===== src/design/otpg_params.svh =====
// Register indices, field layout, reset values and pattern codes of the test pattern generator
`ifndef OTPG_PARAMS_SVH
`define OTPG_PARAMS_SVH
`define IDX_WORD_ONE_LO     6'h33
`define IDX_WORD_ONE_HI     6'h34
`define IDX_WORD_TWO_LO     6'h35
`define IDX_WORD_TWO_HI     6'h36
`define IDX_PATTERN_SELECT  6'h37
`define IDX_PATTERN_RESTART 6'h3A
`define IDX_PATTERN_STATUS  6'h3B
`define USER_BYTE_COUNT     4
`define ADDR_LSB            2
`define SEL_W               4
`define RESTART_EN_BIT      0
`define RESTART_PULSE_BIT   1
`define STATUS_PHASE_BIT    0
`define STATUS_FULL_BIT     1
`define STATUS_ARMED_BIT    2
`define RST_BYTE            8'h00
`define RST_SELECT          4'h0
`define RST_BIT             1'b0
`define CODE_NORMAL         4'h0
`define CODE_ZEROS          4'h1
`define CODE_ONES           4'h2
`define CODE_TOGGLE         4'h3
`define CODE_RAMP           4'h4
`define CODE_SINGLE         4'h6
`define CODE_DOUBLE         4'h7
`define CODE_DESKEW         4'h8
`define RAMP_TOP            16'h4000
`define DESKEW_WORD         16'h0FFF
`define SAMPLE_W            16
`define BUF_DEPTH           2
`endif


===== src/design/otpg_pkg.sv =====
// Types shared by the test pattern generator modules
package otpg_pkg;
    typedef logic [7:0]  reg_byte_t;
    typedef logic [15:0] user_word_t;
    typedef logic [3:0]  pattern_code_t;
    typedef logic [5:0]  reg_index_t;
endpackage


===== src/design/sample_stream_if.sv =====
// Valid/ready sample stream between the generator and its output buffer
`timescale 1ns/1ns
interface sample_stream_if #(
    parameter int DATA_W = 16
);
    logic              valid;
    logic              ready;
    logic [DATA_W-1:0] data;
    modport source (output valid, output data, input ready);
    modport sink   (input valid, input data, output ready);
endinterface


===== src/design/pattern_sequencer.sv =====
// Sequence state of the running test pattern: word phase and ramp count
`timescale 1ns/1ns
`include "otpg_params.svh"
module pattern_sequencer #(
    parameter int DATA_W = `SAMPLE_W
) (
    // Clock and reset
    input  wire logic              pclk,
    input  wire logic              presetn,
    // Control
    input  wire logic              advance,
    input  wire logic              restart,
    // Sequence state
    output logic                   phase,
    output logic [DATA_W-1:0]      ramp
);
    logic              phase_reg;
    logic              phase_next;
    logic [DATA_W-1:0] ramp_reg;
    logic [DATA_W-1:0] ramp_next;
    wire  logic        ramp_at_top;

    assign ramp_at_top = (ramp_reg == DATA_W'(`RAMP_TOP));
    // Restart wins over a word taken in the same cycle
    assign phase_next  = restart ? 1'b0 : (advance ? ~phase_reg : phase_reg);
    assign ramp_next   = restart ? '0 :
                         (advance ? (ramp_at_top ? '0 : ramp_reg + DATA_W'(1)) : ramp_reg);

    always_ff @(posedge pclk or negedge presetn) begin
        if (!presetn) begin
            phase_reg <= 1'b0;
            ramp_reg  <= '0;
        end else begin
            phase_reg <= phase_next;
            ramp_reg  <= ramp_next;
        end
    end

    assign phase = phase_reg;
    assign ramp  = ramp_reg;
endmodule


===== src/design/pattern_out_buffer.sv =====
// Small FIFO between the generator and the downstream output path
`timescale 1ns/1ns
`include "otpg_params.svh"
module pattern_out_buffer #(
    parameter int DATA_W = `SAMPLE_W,
    parameter int DEPTH  = `BUF_DEPTH
) (
    // Clock and reset
    input  wire logic              pclk,
    input  wire logic              presetn,
    // Filling side
    sample_stream_if.sink          fill,
    // Draining side
    output logic                   out_valid,
    input  wire logic              out_ready,
    output logic [DATA_W-1:0]      out_data
);
    localparam int PTR_W = (DEPTH > 1) ? $clog2(DEPTH) : 1;

    if (DEPTH < 2 || (DEPTH & (DEPTH - 1)) != 0) begin : g_bad_depth
        $error("pattern_out_buffer: DEPTH must be a power of two, at least 2");
    end

    logic [DATA_W-1:0] mem [DEPTH];
    logic [PTR_W-1:0]  wr_ptr_reg;
    logic [PTR_W-1:0]  rd_ptr_reg;
    logic [PTR_W:0]    count_reg;
    wire  logic        push;
    wire  logic        pop;

    // Ready depends only on the fill level, so a stalled drain really fills the buffer
    assign fill.ready = (count_reg != (PTR_W+1)'(DEPTH));
    assign out_valid  = (count_reg != '0);
    assign push       = fill.valid && fill.ready;
    assign pop        = out_valid && out_ready;
    assign out_data   = mem[rd_ptr_reg];

    always_ff @(posedge pclk) begin
        if (push) begin
            mem[wr_ptr_reg] <= fill.data;
        end
    end

    always_ff @(posedge pclk or negedge presetn) begin
        if (!presetn) begin
            wr_ptr_reg <= '0;
            rd_ptr_reg <= '0;
            count_reg  <= '0;
        end else begin
            wr_ptr_reg <= push ? wr_ptr_reg + PTR_W'(1) : wr_ptr_reg;
            rd_ptr_reg <= pop ? rd_ptr_reg + PTR_W'(1) : rd_ptr_reg;
            count_reg  <= count_reg + (PTR_W+1)'(push) - (PTR_W+1)'(pop);
        end
    end
endmodule


===== src/design/output_test_pattern_generator.sv =====
// Test pattern generator for one converter channel output, with APB configuration registers
//
// What this block does
// Normal code passes converter samples unchanged
// Zeros code drives all low, ones all high
// Toggle code alternates 1010 word and complement
// Ramp code counts up each word, wraps after top
// Single code outputs user word one always
// Double code alternates user words one and two
// Deskew code outputs fixed deskew word always
// Enabled restart pulse returns sequence to start
// Restart pulse ignored while restart enable clear
// Select, pulse and enable reset to zero
// Two 16-bit user words from byte registers
// Undefined codes behave like normal operation
// Code changes apply only at word boundaries
//
// The APB register port was left to the implementer.
`timescale 1ns/1ns
`include "otpg_params.svh"
module output_test_pattern_generator #(
    parameter int ADDR_W = 8,
    parameter int DATA_W = `SAMPLE_W,
    parameter int DEPTH  = `BUF_DEPTH
) (
    // Clock and reset
    input  wire logic              pclk,
    input  wire logic              presetn,
    // APB slave
    input  wire logic [ADDR_W-1:0] paddr,
    input  wire logic              psel,
    input  wire logic              penable,
    input  wire logic              pwrite,
    input  wire logic [31:0]       pwdata,
    input  wire logic [3:0]        pstrb,
    output logic [31:0]            prdata,
    output logic                   pready,
    output logic                   pslverr,
    // Converter sample input
    input  wire logic              sample_valid,
    output logic                   sample_ready,
    input  wire logic [DATA_W-1:0] sample_data,
    // Patterned output towards the link transmitter path
    output logic                   out_valid,
    input  wire logic              out_ready,
    output logic [DATA_W-1:0]      out_data
);
    // The byte-wide map needs index 0x3B times four, and an odd width breaks the toggle word
    if (ADDR_W < 8 || ADDR_W > 32) begin : g_bad_addr
        $error("output_test_pattern_generator: ADDR_W must lie in 8..32");
    end
    if (DATA_W < 16 || (DATA_W % 2) != 0) begin : g_bad_data
        $error("output_test_pattern_generator: DATA_W must be even and at least 16");
    end

    localparam int WORD_BYTES = `USER_BYTE_COUNT;

    // APB decode
    wire  logic                  setup_phase;
    wire  logic                  access_phase;
    wire  otpg_pkg::reg_index_t  reg_index;
    wire  logic                  addr_upper_zero;
    wire  logic                  hit_select;
    wire  logic                  hit_restart;
    wire  logic                  hit_status;
    wire  logic                  hit_user;
    wire  logic                  hit_any;
    wire  logic                  write_strobe;
    wire  otpg_pkg::reg_byte_t   write_byte;

    // Configuration registers
    otpg_pkg::pattern_code_t     select_reg;
    otpg_pkg::pattern_code_t     select_next;
    logic                        restart_pulse_reg;
    logic                        restart_pulse_next;
    logic                        restart_enable_reg;
    logic                        restart_enable_next;
    logic                        pulse_prev_reg;
    otpg_pkg::reg_byte_t         user_byte_reg [WORD_BYTES];
    logic [WORD_BYTES-1:0]       user_hit;
    otpg_pkg::reg_byte_t         user_read [WORD_BYTES];

    // Read path
    logic [31:0]                 prdata_reg;
    logic [31:0]                 prdata_next;
    wire  otpg_pkg::reg_byte_t   select_read;
    wire  otpg_pkg::reg_byte_t   restart_read;
    wire  otpg_pkg::reg_byte_t   status_read;
    otpg_pkg::reg_byte_t         user_read_any;

    // Pattern path
    wire  otpg_pkg::user_word_t  user_word_one;
    wire  otpg_pkg::user_word_t  user_word_two;
    wire  logic                  restart_fire;
    wire  logic                  word_taken;
    wire  logic                  seq_phase;
    wire  logic [DATA_W-1:0]     seq_ramp;
    wire  logic [DATA_W-1:0]     toggle_word;
    wire  logic [DATA_W-1:0]     pattern_word;
    wire  logic                  code_is_pattern;

    sample_stream_if #(.DATA_W(DATA_W)) gen_stream ();

    // ------------------------------------------------------------------
    // APB slave: zero wait states, error on unmapped index
    // ------------------------------------------------------------------
    assign setup_phase     = psel && !penable;
    assign access_phase    = psel && penable;
    assign reg_index       = paddr[`ADDR_LSB +: 6];
    assign addr_upper_zero = (ADDR_W > 8) ? (paddr >> 8) == '0 : 1'b1;

    assign hit_select  = addr_upper_zero && (reg_index == `IDX_PATTERN_SELECT);
    assign hit_restart = addr_upper_zero && (reg_index == `IDX_PATTERN_RESTART);
    assign hit_status  = addr_upper_zero && (reg_index == `IDX_PATTERN_STATUS);
    assign hit_user    = |user_hit;
    assign hit_any     = hit_select || hit_restart || hit_status || hit_user;

    // Only byte lane 0 carries register data; other lanes are ignored
    assign write_strobe = access_phase && pwrite && pstrb[0] && hit_any;
    assign write_byte   = pwdata[7:0];

    assign pready  = 1'b1;
    assign pslverr = access_phase && !hit_any;
    assign prdata  = prdata_reg;

    // ------------------------------------------------------------------
    // User pattern word bytes, one register per printed index
    // ------------------------------------------------------------------
    for (genvar i = 0; i < WORD_BYTES; i++) begin : g_user_byte
        assign user_hit[i]  = addr_upper_zero && (reg_index == `IDX_WORD_ONE_LO + 6'(i));
        assign user_read[i] = user_hit[i] ? user_byte_reg[i] : `RST_BYTE;

        always_ff @(posedge pclk or negedge presetn) begin
            if (!presetn) begin
                user_byte_reg[i] <= `RST_BYTE;
            end else if (write_strobe && user_hit[i]) begin
                user_byte_reg[i] <= write_byte;
            end
        end
    end

    always_comb begin
        user_read_any = `RST_BYTE;
        for (int j = 0; j < WORD_BYTES; j++) begin
            user_read_any = user_read_any | user_read[j];
        end
    end

    // Low byte at the lower index, high byte at the next one
    assign user_word_one = {user_byte_reg[1], user_byte_reg[0]};
    assign user_word_two = {user_byte_reg[3], user_byte_reg[2]};

    // ------------------------------------------------------------------
    // Pattern select and restart control
    // ------------------------------------------------------------------
    assign select_next         = (write_strobe && hit_select) ? write_byte[`SEL_W-1:0] : select_reg;
    assign restart_pulse_next  = (write_strobe && hit_restart) ? write_byte[`RESTART_PULSE_BIT]
                                                               : restart_pulse_reg;
    assign restart_enable_next = (write_strobe && hit_restart) ? write_byte[`RESTART_EN_BIT]
                                                               : restart_enable_reg;

    always_ff @(posedge pclk or negedge presetn) begin
        if (!presetn) begin
            select_reg         <= `RST_SELECT;
            restart_pulse_reg  <= `RST_BIT;
            restart_enable_reg <= `RST_BIT;
            pulse_prev_reg     <= `RST_BIT;
        end else begin
            select_reg         <= select_next;
            restart_pulse_reg  <= restart_pulse_next;
            restart_enable_reg <= restart_enable_next;
            pulse_prev_reg     <= restart_pulse_reg;
        end
    end

    // A restart is the rising edge of the pulse bit, honoured only while enabled.
    // A pulse bit left high does not keep the pattern in restart.
    assign restart_fire = restart_pulse_reg && !pulse_prev_reg && restart_enable_reg;

    // ------------------------------------------------------------------
    // Read data, captured in the setup phase so it is stable in access
    // ------------------------------------------------------------------
    assign select_read  = {4'h0, select_reg};
    assign restart_read = {6'h00, restart_pulse_reg, restart_enable_reg};
    assign status_read  = {5'h00, restart_enable_reg, !gen_stream.ready, seq_phase};

    assign prdata_next = !(setup_phase && !pwrite) ? prdata_reg :
                         hit_select  ? {24'h000000, select_read}  :
                         hit_restart ? {24'h000000, restart_read} :
                         hit_status  ? {24'h000000, status_read}  :
                                       {24'h000000, user_read_any};

    always_ff @(posedge pclk or negedge presetn) begin
        if (!presetn) begin
            prdata_reg <= 32'h00000000;
        end else begin
            prdata_reg <= prdata_next;
        end
    end

    // ------------------------------------------------------------------
    // Pattern sequence state, stepped once per word taken
    // ------------------------------------------------------------------
    // Patterns are paced by the converter samples, so a test word replaces each sample one for one
    assign word_taken   = sample_valid && gen_stream.ready;
    assign sample_ready = gen_stream.ready;

    pattern_sequencer #(
        .DATA_W  (DATA_W)
    ) u_sequencer (
        .pclk    (pclk),
        .presetn (presetn),
        .advance (word_taken),
        .restart (restart_fire),
        .phase   (seq_phase),
        .ramp    (seq_ramp)
    );

    // ------------------------------------------------------------------
    // Word selection
    // ------------------------------------------------------------------
    assign toggle_word = {(DATA_W/2){2'h2}};

    // Each word is built from one value of the select register in one cycle, so a code
    // change lands between words and never splits one.
    assign pattern_word =
        (select_reg == `CODE_ZEROS)  ? '0 :
        (select_reg == `CODE_ONES)   ? '1 :
        (select_reg == `CODE_TOGGLE) ? (seq_phase ? ~toggle_word : toggle_word) :
        (select_reg == `CODE_RAMP)   ? seq_ramp :
        (select_reg == `CODE_SINGLE) ? DATA_W'(user_word_one) :
        (select_reg == `CODE_DOUBLE) ? (seq_phase ? DATA_W'(user_word_two)
                                                  : DATA_W'(user_word_one)) :
        (select_reg == `CODE_DESKEW) ? DATA_W'(`DESKEW_WORD) :
                                       sample_data;

    assign code_is_pattern = (select_reg == `CODE_ZEROS)  || (select_reg == `CODE_ONES)   ||
                             (select_reg == `CODE_TOGGLE) || (select_reg == `CODE_RAMP)   ||
                             (select_reg == `CODE_SINGLE) || (select_reg == `CODE_DOUBLE) ||
                             (select_reg == `CODE_DESKEW);

    assign gen_stream.valid = sample_valid;
    assign gen_stream.data  = code_is_pattern ? pattern_word : sample_data;

    // ------------------------------------------------------------------
    // Output buffer: a stalled receiver back-pressures the sample source
    // ------------------------------------------------------------------
    pattern_out_buffer #(
        .DATA_W    (DATA_W),
        .DEPTH     (DEPTH)
    ) u_out_buffer (
        .pclk      (pclk),
        .presetn   (presetn),
        .fill      (gen_stream.sink),
        .out_valid (out_valid),
        .out_ready (out_ready),
        .out_data  (out_data)
    );
endmodule


===== config.mk =====
export PLATFORM = sky130hd
export DESIGN_NAME = output_test_pattern_generator
export DESIGN_NICKNAME = d
export VERILOG_FILES = /design/src/design/otpg_pkg.sv /design/src/design/sample_stream_if.sv /design/src/design/pattern_sequencer.sv /design/src/design/pattern_out_buffer.sv /design/src/design/output_test_pattern_generator.sv
export VERILOG_INCLUDE_DIRS = /design/src /design/src/design
export SDC_FILE = /design/constraint.sdc
export NUM_CORES = 1
export LEC_CHECK = 0
export BUFFER_PORTS_ARGS = -buffer_cell sky130_fd_sc_hd__clkbuf_2
export CAP_MARGIN = 10
export CORE_MARGIN = 2
export CORE_UTILIZATION = 40
export CTS_BUF_LIST = sky130_fd_sc_hd__clkbuf_8
export DETAILED_ROUTE_END_ITERATION = 8
export GPL_TIMING_DRIVEN = 1
export PLACE_DENSITY = 0.6
export SYNTH_ARGS = -nofsm -noshare
export SYNTH_HDL_FRONTEND = slang
export SYNTH_SLANG_ARGS = --single-unit

===== constraint.sdc =====
create_clock -name pclk -period 1.7 [get_ports pclk]
set_clock_uncertainty 0.15 [all_clocks]
set_input_delay 0.255 -clock pclk [delete_from_list [all_inputs] [get_ports pclk]]
set_output_delay 0.255 -clock pclk [all_outputs]
set_load 0.01 [all_outputs]

== Word level (Yosys, flattened, before mapping) ==
Memory sizes are Yosys's and may differ from the RTL's.
Cells that the tools add are included.
Operators by class
  add/subtract/negate cells: 5
  equal/unequal tests: 16
  muxes and demuxes: 24
  bitwise operators: 4
  reduce and logical (&&, ||, !) cells: 34
Operators by type and width (number)
  16-bit 2-to-1 mux: 13
  8-bit 2-to-1 mux: 7
  6-bit equality test, second input constant: 7
  8-bit bitwise OR: 3
  1-bit logical AND: 17
  16-bit by 1-bit adder with 16-bit output, second input constant: 1
  16-bit by 15-bit equality test with 1-bit output, second input constant: 1
  4-bit by 3-bit equality test with 1-bit output, second input constant: 3
  1-bit logical OR: 9
  4-bit by 2-bit equality test with 1-bit output, second input constant: 2
  1-bit logical NOT: 5
  4-bit by 1-bit equality test with 1-bit output, second input constant: 1
  4-bit equality test, second input constant: 1
  1-bit 2-to-1 mux: 4
  2-bit nonzero test: 2
  4-bit OR reduction: 1
  1-bit adder, second input constant: 2
  2-bit by 1-bit adder with 2-bit output: 1
  2-bit != test, second input constant: 1
  2-bit by 1-bit subtractor with 2-bit output: 1
  1-bit NOT: 1
Storage, ports and cells
  register bits after elaboration: 92
  memory bits (writable): 32
  input bits: 67
  output and inout port bits: 52
  word-level logic and storage cells: 98
  memories: 1
Memories
  u_out_buffer.mem: depth 2, bits a word 16, read ports 1, clocked after Yosys merged registers in 0, write ports 1, line pattern_out_buffer.sv:24  | logic [DATA_W-1:0] mem [DEPTH];

== Depth between registers and ports, before layout ==
  depth after elaboration: 9
  mapped depth: 8

== Hierarchy ==
A second synthesis with hierarchy kept.
Second synthesis, totals
  cell total of the unflattened synthesis: 592
  area, all modules: 6020.8 sq um
Modules (own cells, without submodules)
  output_test_pattern_generator: times used 1, cells each 403, area each 3580.9 sq um, seq. area each 1176.1 sq um
  pattern_out_buffer: times used 1, cells each 72, area each 1376.3 sq um, seq. area each 1061.0 sq um
  pattern_sequencer: times used 1, cells each 117, area each 1063.5 sq um, seq. area each 425.4 sq um

== Least setup slack after synthesis ==
OpenSTA, ideal clock, no wires.
  kind: register to register
  from: register u_out_buffer.count_reg[1]
  to: memory u_out_buffer.mem[0][0], enable pin
  library setup time: 388 ps
  arrival: 1474 ps
  path slack: -312 ps
  cell stages (with the launch flop): 4
  buffers on the path: 0
  cells stage by stage: dfrtp_1 -> nand2b_1 -> nand2_1 -> nor2_1
On the way
  word-level cells in the longest chain between the ends: 4
Ends and longest elaborated chain
  from (decl): line pattern_out_buffer.sv:27  | logic [PTR_W:0] count_reg;
  from (signal assigned): line pattern_out_buffer.sv:52  | count_reg <= count_reg + (PTR_W+1)'(push) - (PTR_W+1)'(pop);
  2-bit != test: line pattern_out_buffer.sv:32  | assign fill.ready = (count_reg != (PTR_W+1)'(DEPTH));
  via sample_ready: line output_test_pattern_generator.sv:41  | output logic sample_ready,
  1-bit logical AND: line pattern_out_buffer.sv:34  | assign push = fill.valid && fill.ready;
  1-bit 2-to-1 mux: line pattern_out_buffer.sv:39  | if (push) begin
  1-bit 2-to-1 mux (implied by the code): line pattern_out_buffer.sv:40  | mem[wr_ptr_reg] <= fill.data;
  to (decl): line pattern_out_buffer.sv:24
The timed path passes the listed nets, and every way through them passes these cells.

== Final worst setup path ==
  from: register select_reg[3]
  to: memory u_out_buffer.mem[0][10], data pin
On the way
  word-level cells in the longest chain between the ends: 9
  elaborated cells on any way between the ends: 21
  those cells by class: 7 x eq/ne; 8 x mux; 6 x reduce/logical
Ends and longest elaborated chain
  from (decl): line output_test_pattern_generator.sv:72  | otpg_pkg::pattern_code_t select_reg;
  from (signal assigned): line output_test_pattern_generator.sv:164  | select_reg <= `RST_SELECT;
  from (signal assigned): line output_test_pattern_generator.sv:169  | select_reg <= select_next;
  4-bit equality test (no source line)
  16-bit 2-to-1 mux: line output_test_pattern_generator.sv:234  | (select_reg == `CODE_DESKEW) ? DATA_W'(`DESKEW_WORD) :
  16-bit 2-to-1 mux: line output_test_pattern_generator.sv:232  | (select_reg == `CODE_DOUBLE) ? (seq_phase ? DATA_W'(user_word_two)
  16-bit 2-to-1 mux: line output_test_pattern_generator.sv:231  | (select_reg == `CODE_SINGLE) ? DATA_W'(user_word_one) :
  16-bit 2-to-1 mux: line output_test_pattern_generator.sv:230  | (select_reg == `CODE_RAMP) ? seq_ramp :
  16-bit 2-to-1 mux: line output_test_pattern_generator.sv:229  | (select_reg == `CODE_TOGGLE) ? (seq_phase ? ~toggle_word : toggle_word) :
  16-bit 2-to-1 mux: line output_test_pattern_generator.sv:228  | (select_reg == `CODE_ONES) ? '1 :
  16-bit 2-to-1 mux: line output_test_pattern_generator.sv:227  | (select_reg == `CODE_ZEROS) ? '0 :
  16-bit 2-to-1 mux (*): line output_test_pattern_generator.sv:243  | assign gen_stream.data = code_is_pattern ? pattern_word : sample_data;
  via gen_stream.data[10]: line sample_stream_if.sv:8  | logic [DATA_W-1:0] data;
Mark *: on every way through the listed nets, which the timed path passes. The rest lies on a longest branch.

==> summary.md <==
| Metric | Value |
|---|---|
| Status | `complete, but fails checks` |
| Failing checks | `setup timing` |
| Nets@finish | `859` |
| Global placement routability congestion | `0.932` |
| Post-synthesis sequential area ratio | `0.450` |
| Fmax | `509 MHz` |
| #FFs+latches synth | `100` |
| CTS buffer count | `9` |
| Antenna cell count | `0` |
| Starting Density | `0.408` |
| Combinational share of power | `0.519` |
| Root Driver | `clkbuf_8` |
| Setup TNS Final | `-11260 ps` |
| H-tree levels | `3` |
| CTS tree | `yes` |
| Adder-Cell Fraction of Synth Area | `0.00846` |
| Die footprint | `0.0158 sq mm` |
| Via density | `between 5 and 6` |
| Worst path max stage delay | `440 ps` |
| Wirelength, routed | `approximately 19000 um` |
| Core Util, Final | `0.623` |
| # port buffers | `64` |
| XOR/XNOR Fraction of Synth Area | `0.00741` |
| Router iterations before antenna repair | `5` |
| Class of the worst hold path | `input port to flop` |
| Clock sinks | `100` |
| DR vias | `approximately 5400` |
| Tot GR Track Use | `0.230` |
| CP startpoint kind | `flop` |
| Final worst path period need | `just under 2000 ps` |
| Sequential power share | `0.324` |
| Area growth syn-to-layout | `52.6%` |
| Final Cycle Share | `1.16` |
| Flop-to-flop setup slack | `-260 ps` |
| Routed Antenna Nets | `0` |
| Cells along the critical path | `buf_6 > nand3b_1 > buf_12 > a21oi_4 > o221a_4 > o2bb2ai_4` |
| Synthesized instance count | `561` |
| Final setup vio count | `64` |
| Ys async rst share | `0.680` |
| Post-synth EDFFs | `32` |
| Clock-pin slew on the worst setup and hold paths | `around 100 ps` |
| Post-synthesis compound-gate area fraction | `0.196` |
| Clock share of power | `0.156` |
| Most frequent cells in the layout | `138 x buf_4, 63 x clkbuf_2, 63 x dfrtp_1` |
| DRC | `0` |
| Grt ovf | `0` |
| Vias in the first global route | `5313` |
| Largest net degree at the start of global routing | `31` |
| Clock Path Buffers | `2` |
| Crit Path Max Fanout | `8` |
| Largest family of logic cells by synthesized area | `compound AO/OA/AOI/OAI gates` |
| Layout cells sized above 1 | `0.559` |
| Mapped cell area | `0.00591 sq mm` |
| Maxcap violations | `0` |
| Post-synthesis mux area share | `0.145` |
| Netlist cell types | `64` |
| Critical path's top delay family | `compound AO/OA/AOI/OAI gates` |
| Power Internal | `0.00659 W` |
| Hold Vio Cnt, Final | `0` |
| Die width | `roughly 130 um` |
| PwrDens | `around 1100 mW/mm^2` |
| Top-Level Pins | `119` |
| First DRT Iteration DRCs | `between 500 and 600` |
| WP data arrival | `between 1500 and 2000 ps` |
| Initial antenna violation count | `0` |
| DR WL/cell | `19.6 um` |
| WP buf/inv | `2` |
| Dominant synthesized flop cell | `dfrtp_1` |
| Fin. max-slew vios | `0` |
| RSZ-0062 raised after global routing | `true` |
| Yosys warning count | `0` |
| Leakage | `between 4 and 5 nW` |
| Worst EP required | `1700 ps` |
| Worst skew pair latency | `around 400 ps` |
| Worst vdd ir | `0.000950 V` |
| Row count | `44` |
| Setup ws final | `-264 ps` |
| Post-synthesis simple-gate area fraction | `0.127` |
| Chip height | `126 um` |
| Crit Path Class | `flop to flop` |
| Core Footprint | `0.0145 sq mm` |
| P_sw | `0.00357 W` |
| Final HPWL DP | `approximately 14000 um` |
| Global-route wire length before repair | `28400 um` |
| Synth Area per Inst | `10.5 sq um` |
| Commonest non-fill, non-tap cell in the layout | `buf_4` |
| Sw Ratio | `0.351` |
| Critical Path End Type | `flop` |
| CP max stage cell | `dfrtp_2` |
==> synthesized netlist by cell type, types with 3 or more instances <==
cell type  count  share of area
edfxtp_1      32           0.16
dfrtp_1       68           0.29
nor4_1         3         0.0032
a211oi_1       3         0.0038
and3_1         4         0.0042
o22ai_1        7         0.0074
mux2i_1       10          0.017
o21ai_0       39          0.033
inv_1         12         0.0076
o211a_1        4         0.0068
a22oi_1        7         0.0089
nand3_1        9         0.0076
and2_1         3         0.0032
o2bb2ai_1     13          0.019
o21a_1        12          0.015
buf_4         25          0.032
xnor2_1        4         0.0059
nand2b_1       7         0.0074
o221a_2       12          0.023
nand2_1       35          0.022
a22o_1         7          0.010
a21oi_1       45          0.038
o311ai_0       4         0.0059
nand4_1        7         0.0074
nor3_1         7         0.0059
nor2b_1        7         0.0074
clkbuf_1      16          0.010
nor2_1        26          0.017
nand3b_1       4         0.0051
o221ai_1       5         0.0074
o31ai_1        3         0.0038
ha_1           4         0.0085
or3_1          3         0.0032
mux2_2        66           0.13
buf_2         11         0.0093
==> kinds of logic (layout without fill, tap and decap cells) <==
group | count (synthesis) | after routing
flops | 100 | 100
buf+inv | 71 | 278
mux | 77 | 77
other cells | 2 | 25
xor+xnor | 5 | 5
compound gates | 171 | 171
fa+ha+maj | 4 | 4
simple gates | 131 | 133
==> per-stage QoR <==
step	hold WS, ps	area [sq um]	total power, W	setup slack (ps)	cells
6_report	11.7	9030	0.0102	-264	977
4_1_cts	8.10	8300	0.00922	-199	953
2_1_floorplan	-191	6260	0.00555	-78.5	584
3_5_place_dp	45.9	7590	0.00723	-437	918
3_3_place_gp	45.1	7590	0.00712	-359	918
5_1_grt	3.70	9030	0.0107	-292	977
==> worst reg2reg max path: stages, from the launching register on <==
cell and delay (ps):
dfrtp_2 440, buf_6 120, nand3b_1 280, buf_12 230, a21oi_4 180, o221a_4 240
o2bb2ai_4 70
==> path summary, 6_finish.rpt <==
kind	from	end	depth (start not counted)
max in group asynchronous	presetn	u_sequencer.phase	3
min in group asynchronous	presetn	user_byte_reg[9]	2
min reg2reg	prdata[0]	prdata[0]	2
max	select_reg[3]	u_out_buffer.mem[0][10]	6
min	sample_data[3]	u_out_buffer.mem[1][3]	2
max reg2reg	select_reg[3]	u_out_buffer.mem[0][10]	6
==> power groups by stage <==
stage / registers [W] / logic, W / clock network, W
6_report: 0.00329 / 0.00527 / 0.00159
2_1_floorplan: 0.00326 / 0.00228 / 0
5_1_grt: 0.00334 / 0.00560 / 0.00172
3_5_place_dp: 0.00329 / 0.00394 / 0
3_3_place_gp: 0.00327 / 0.00386 / 0
4_1_cts: 0.00325 / 0.00435 / 0.00162
==> repair_timing <==
item | in CTS | in global routing
setup endpoints to repair | 65 | 67
pin swaps | 28 | 33
hold endpoints to repair | 90 | 0
buffers inserted | 13 | 19
resized for setup | 90 | 91
gates cloned | 1 | 5
hold buffers | 8 | 0
==> final cells by class <==
| class | instances | area [sq um] |
|---|---|---|
| Fill cell | 1130 | 5450 |
| Multi-Input combinational cell | 415 | 3870 |
| Sequential cell | 100 | 2670 |
| Timing Repair Buffer | 247 | 2000 |
| Tap cell | 184 | 230 |
| Clock buffer | 9 | 124 |
| Clock inverter | 7 | 73.8 |
| Inverter | 15 | 61.3 |
==> routing by layer <==
layer  vias to the layer above  part of all wire  track usage
li1                       2527                 -            -
met1                      2670              0.43        0.306
met2                       206              0.49        0.375
met3                        33             0.060       0.0513
met4                         0             0.019       0.0765
met5                         -                 0            0
Note: power is estimated with default switching activity, not from simulation.
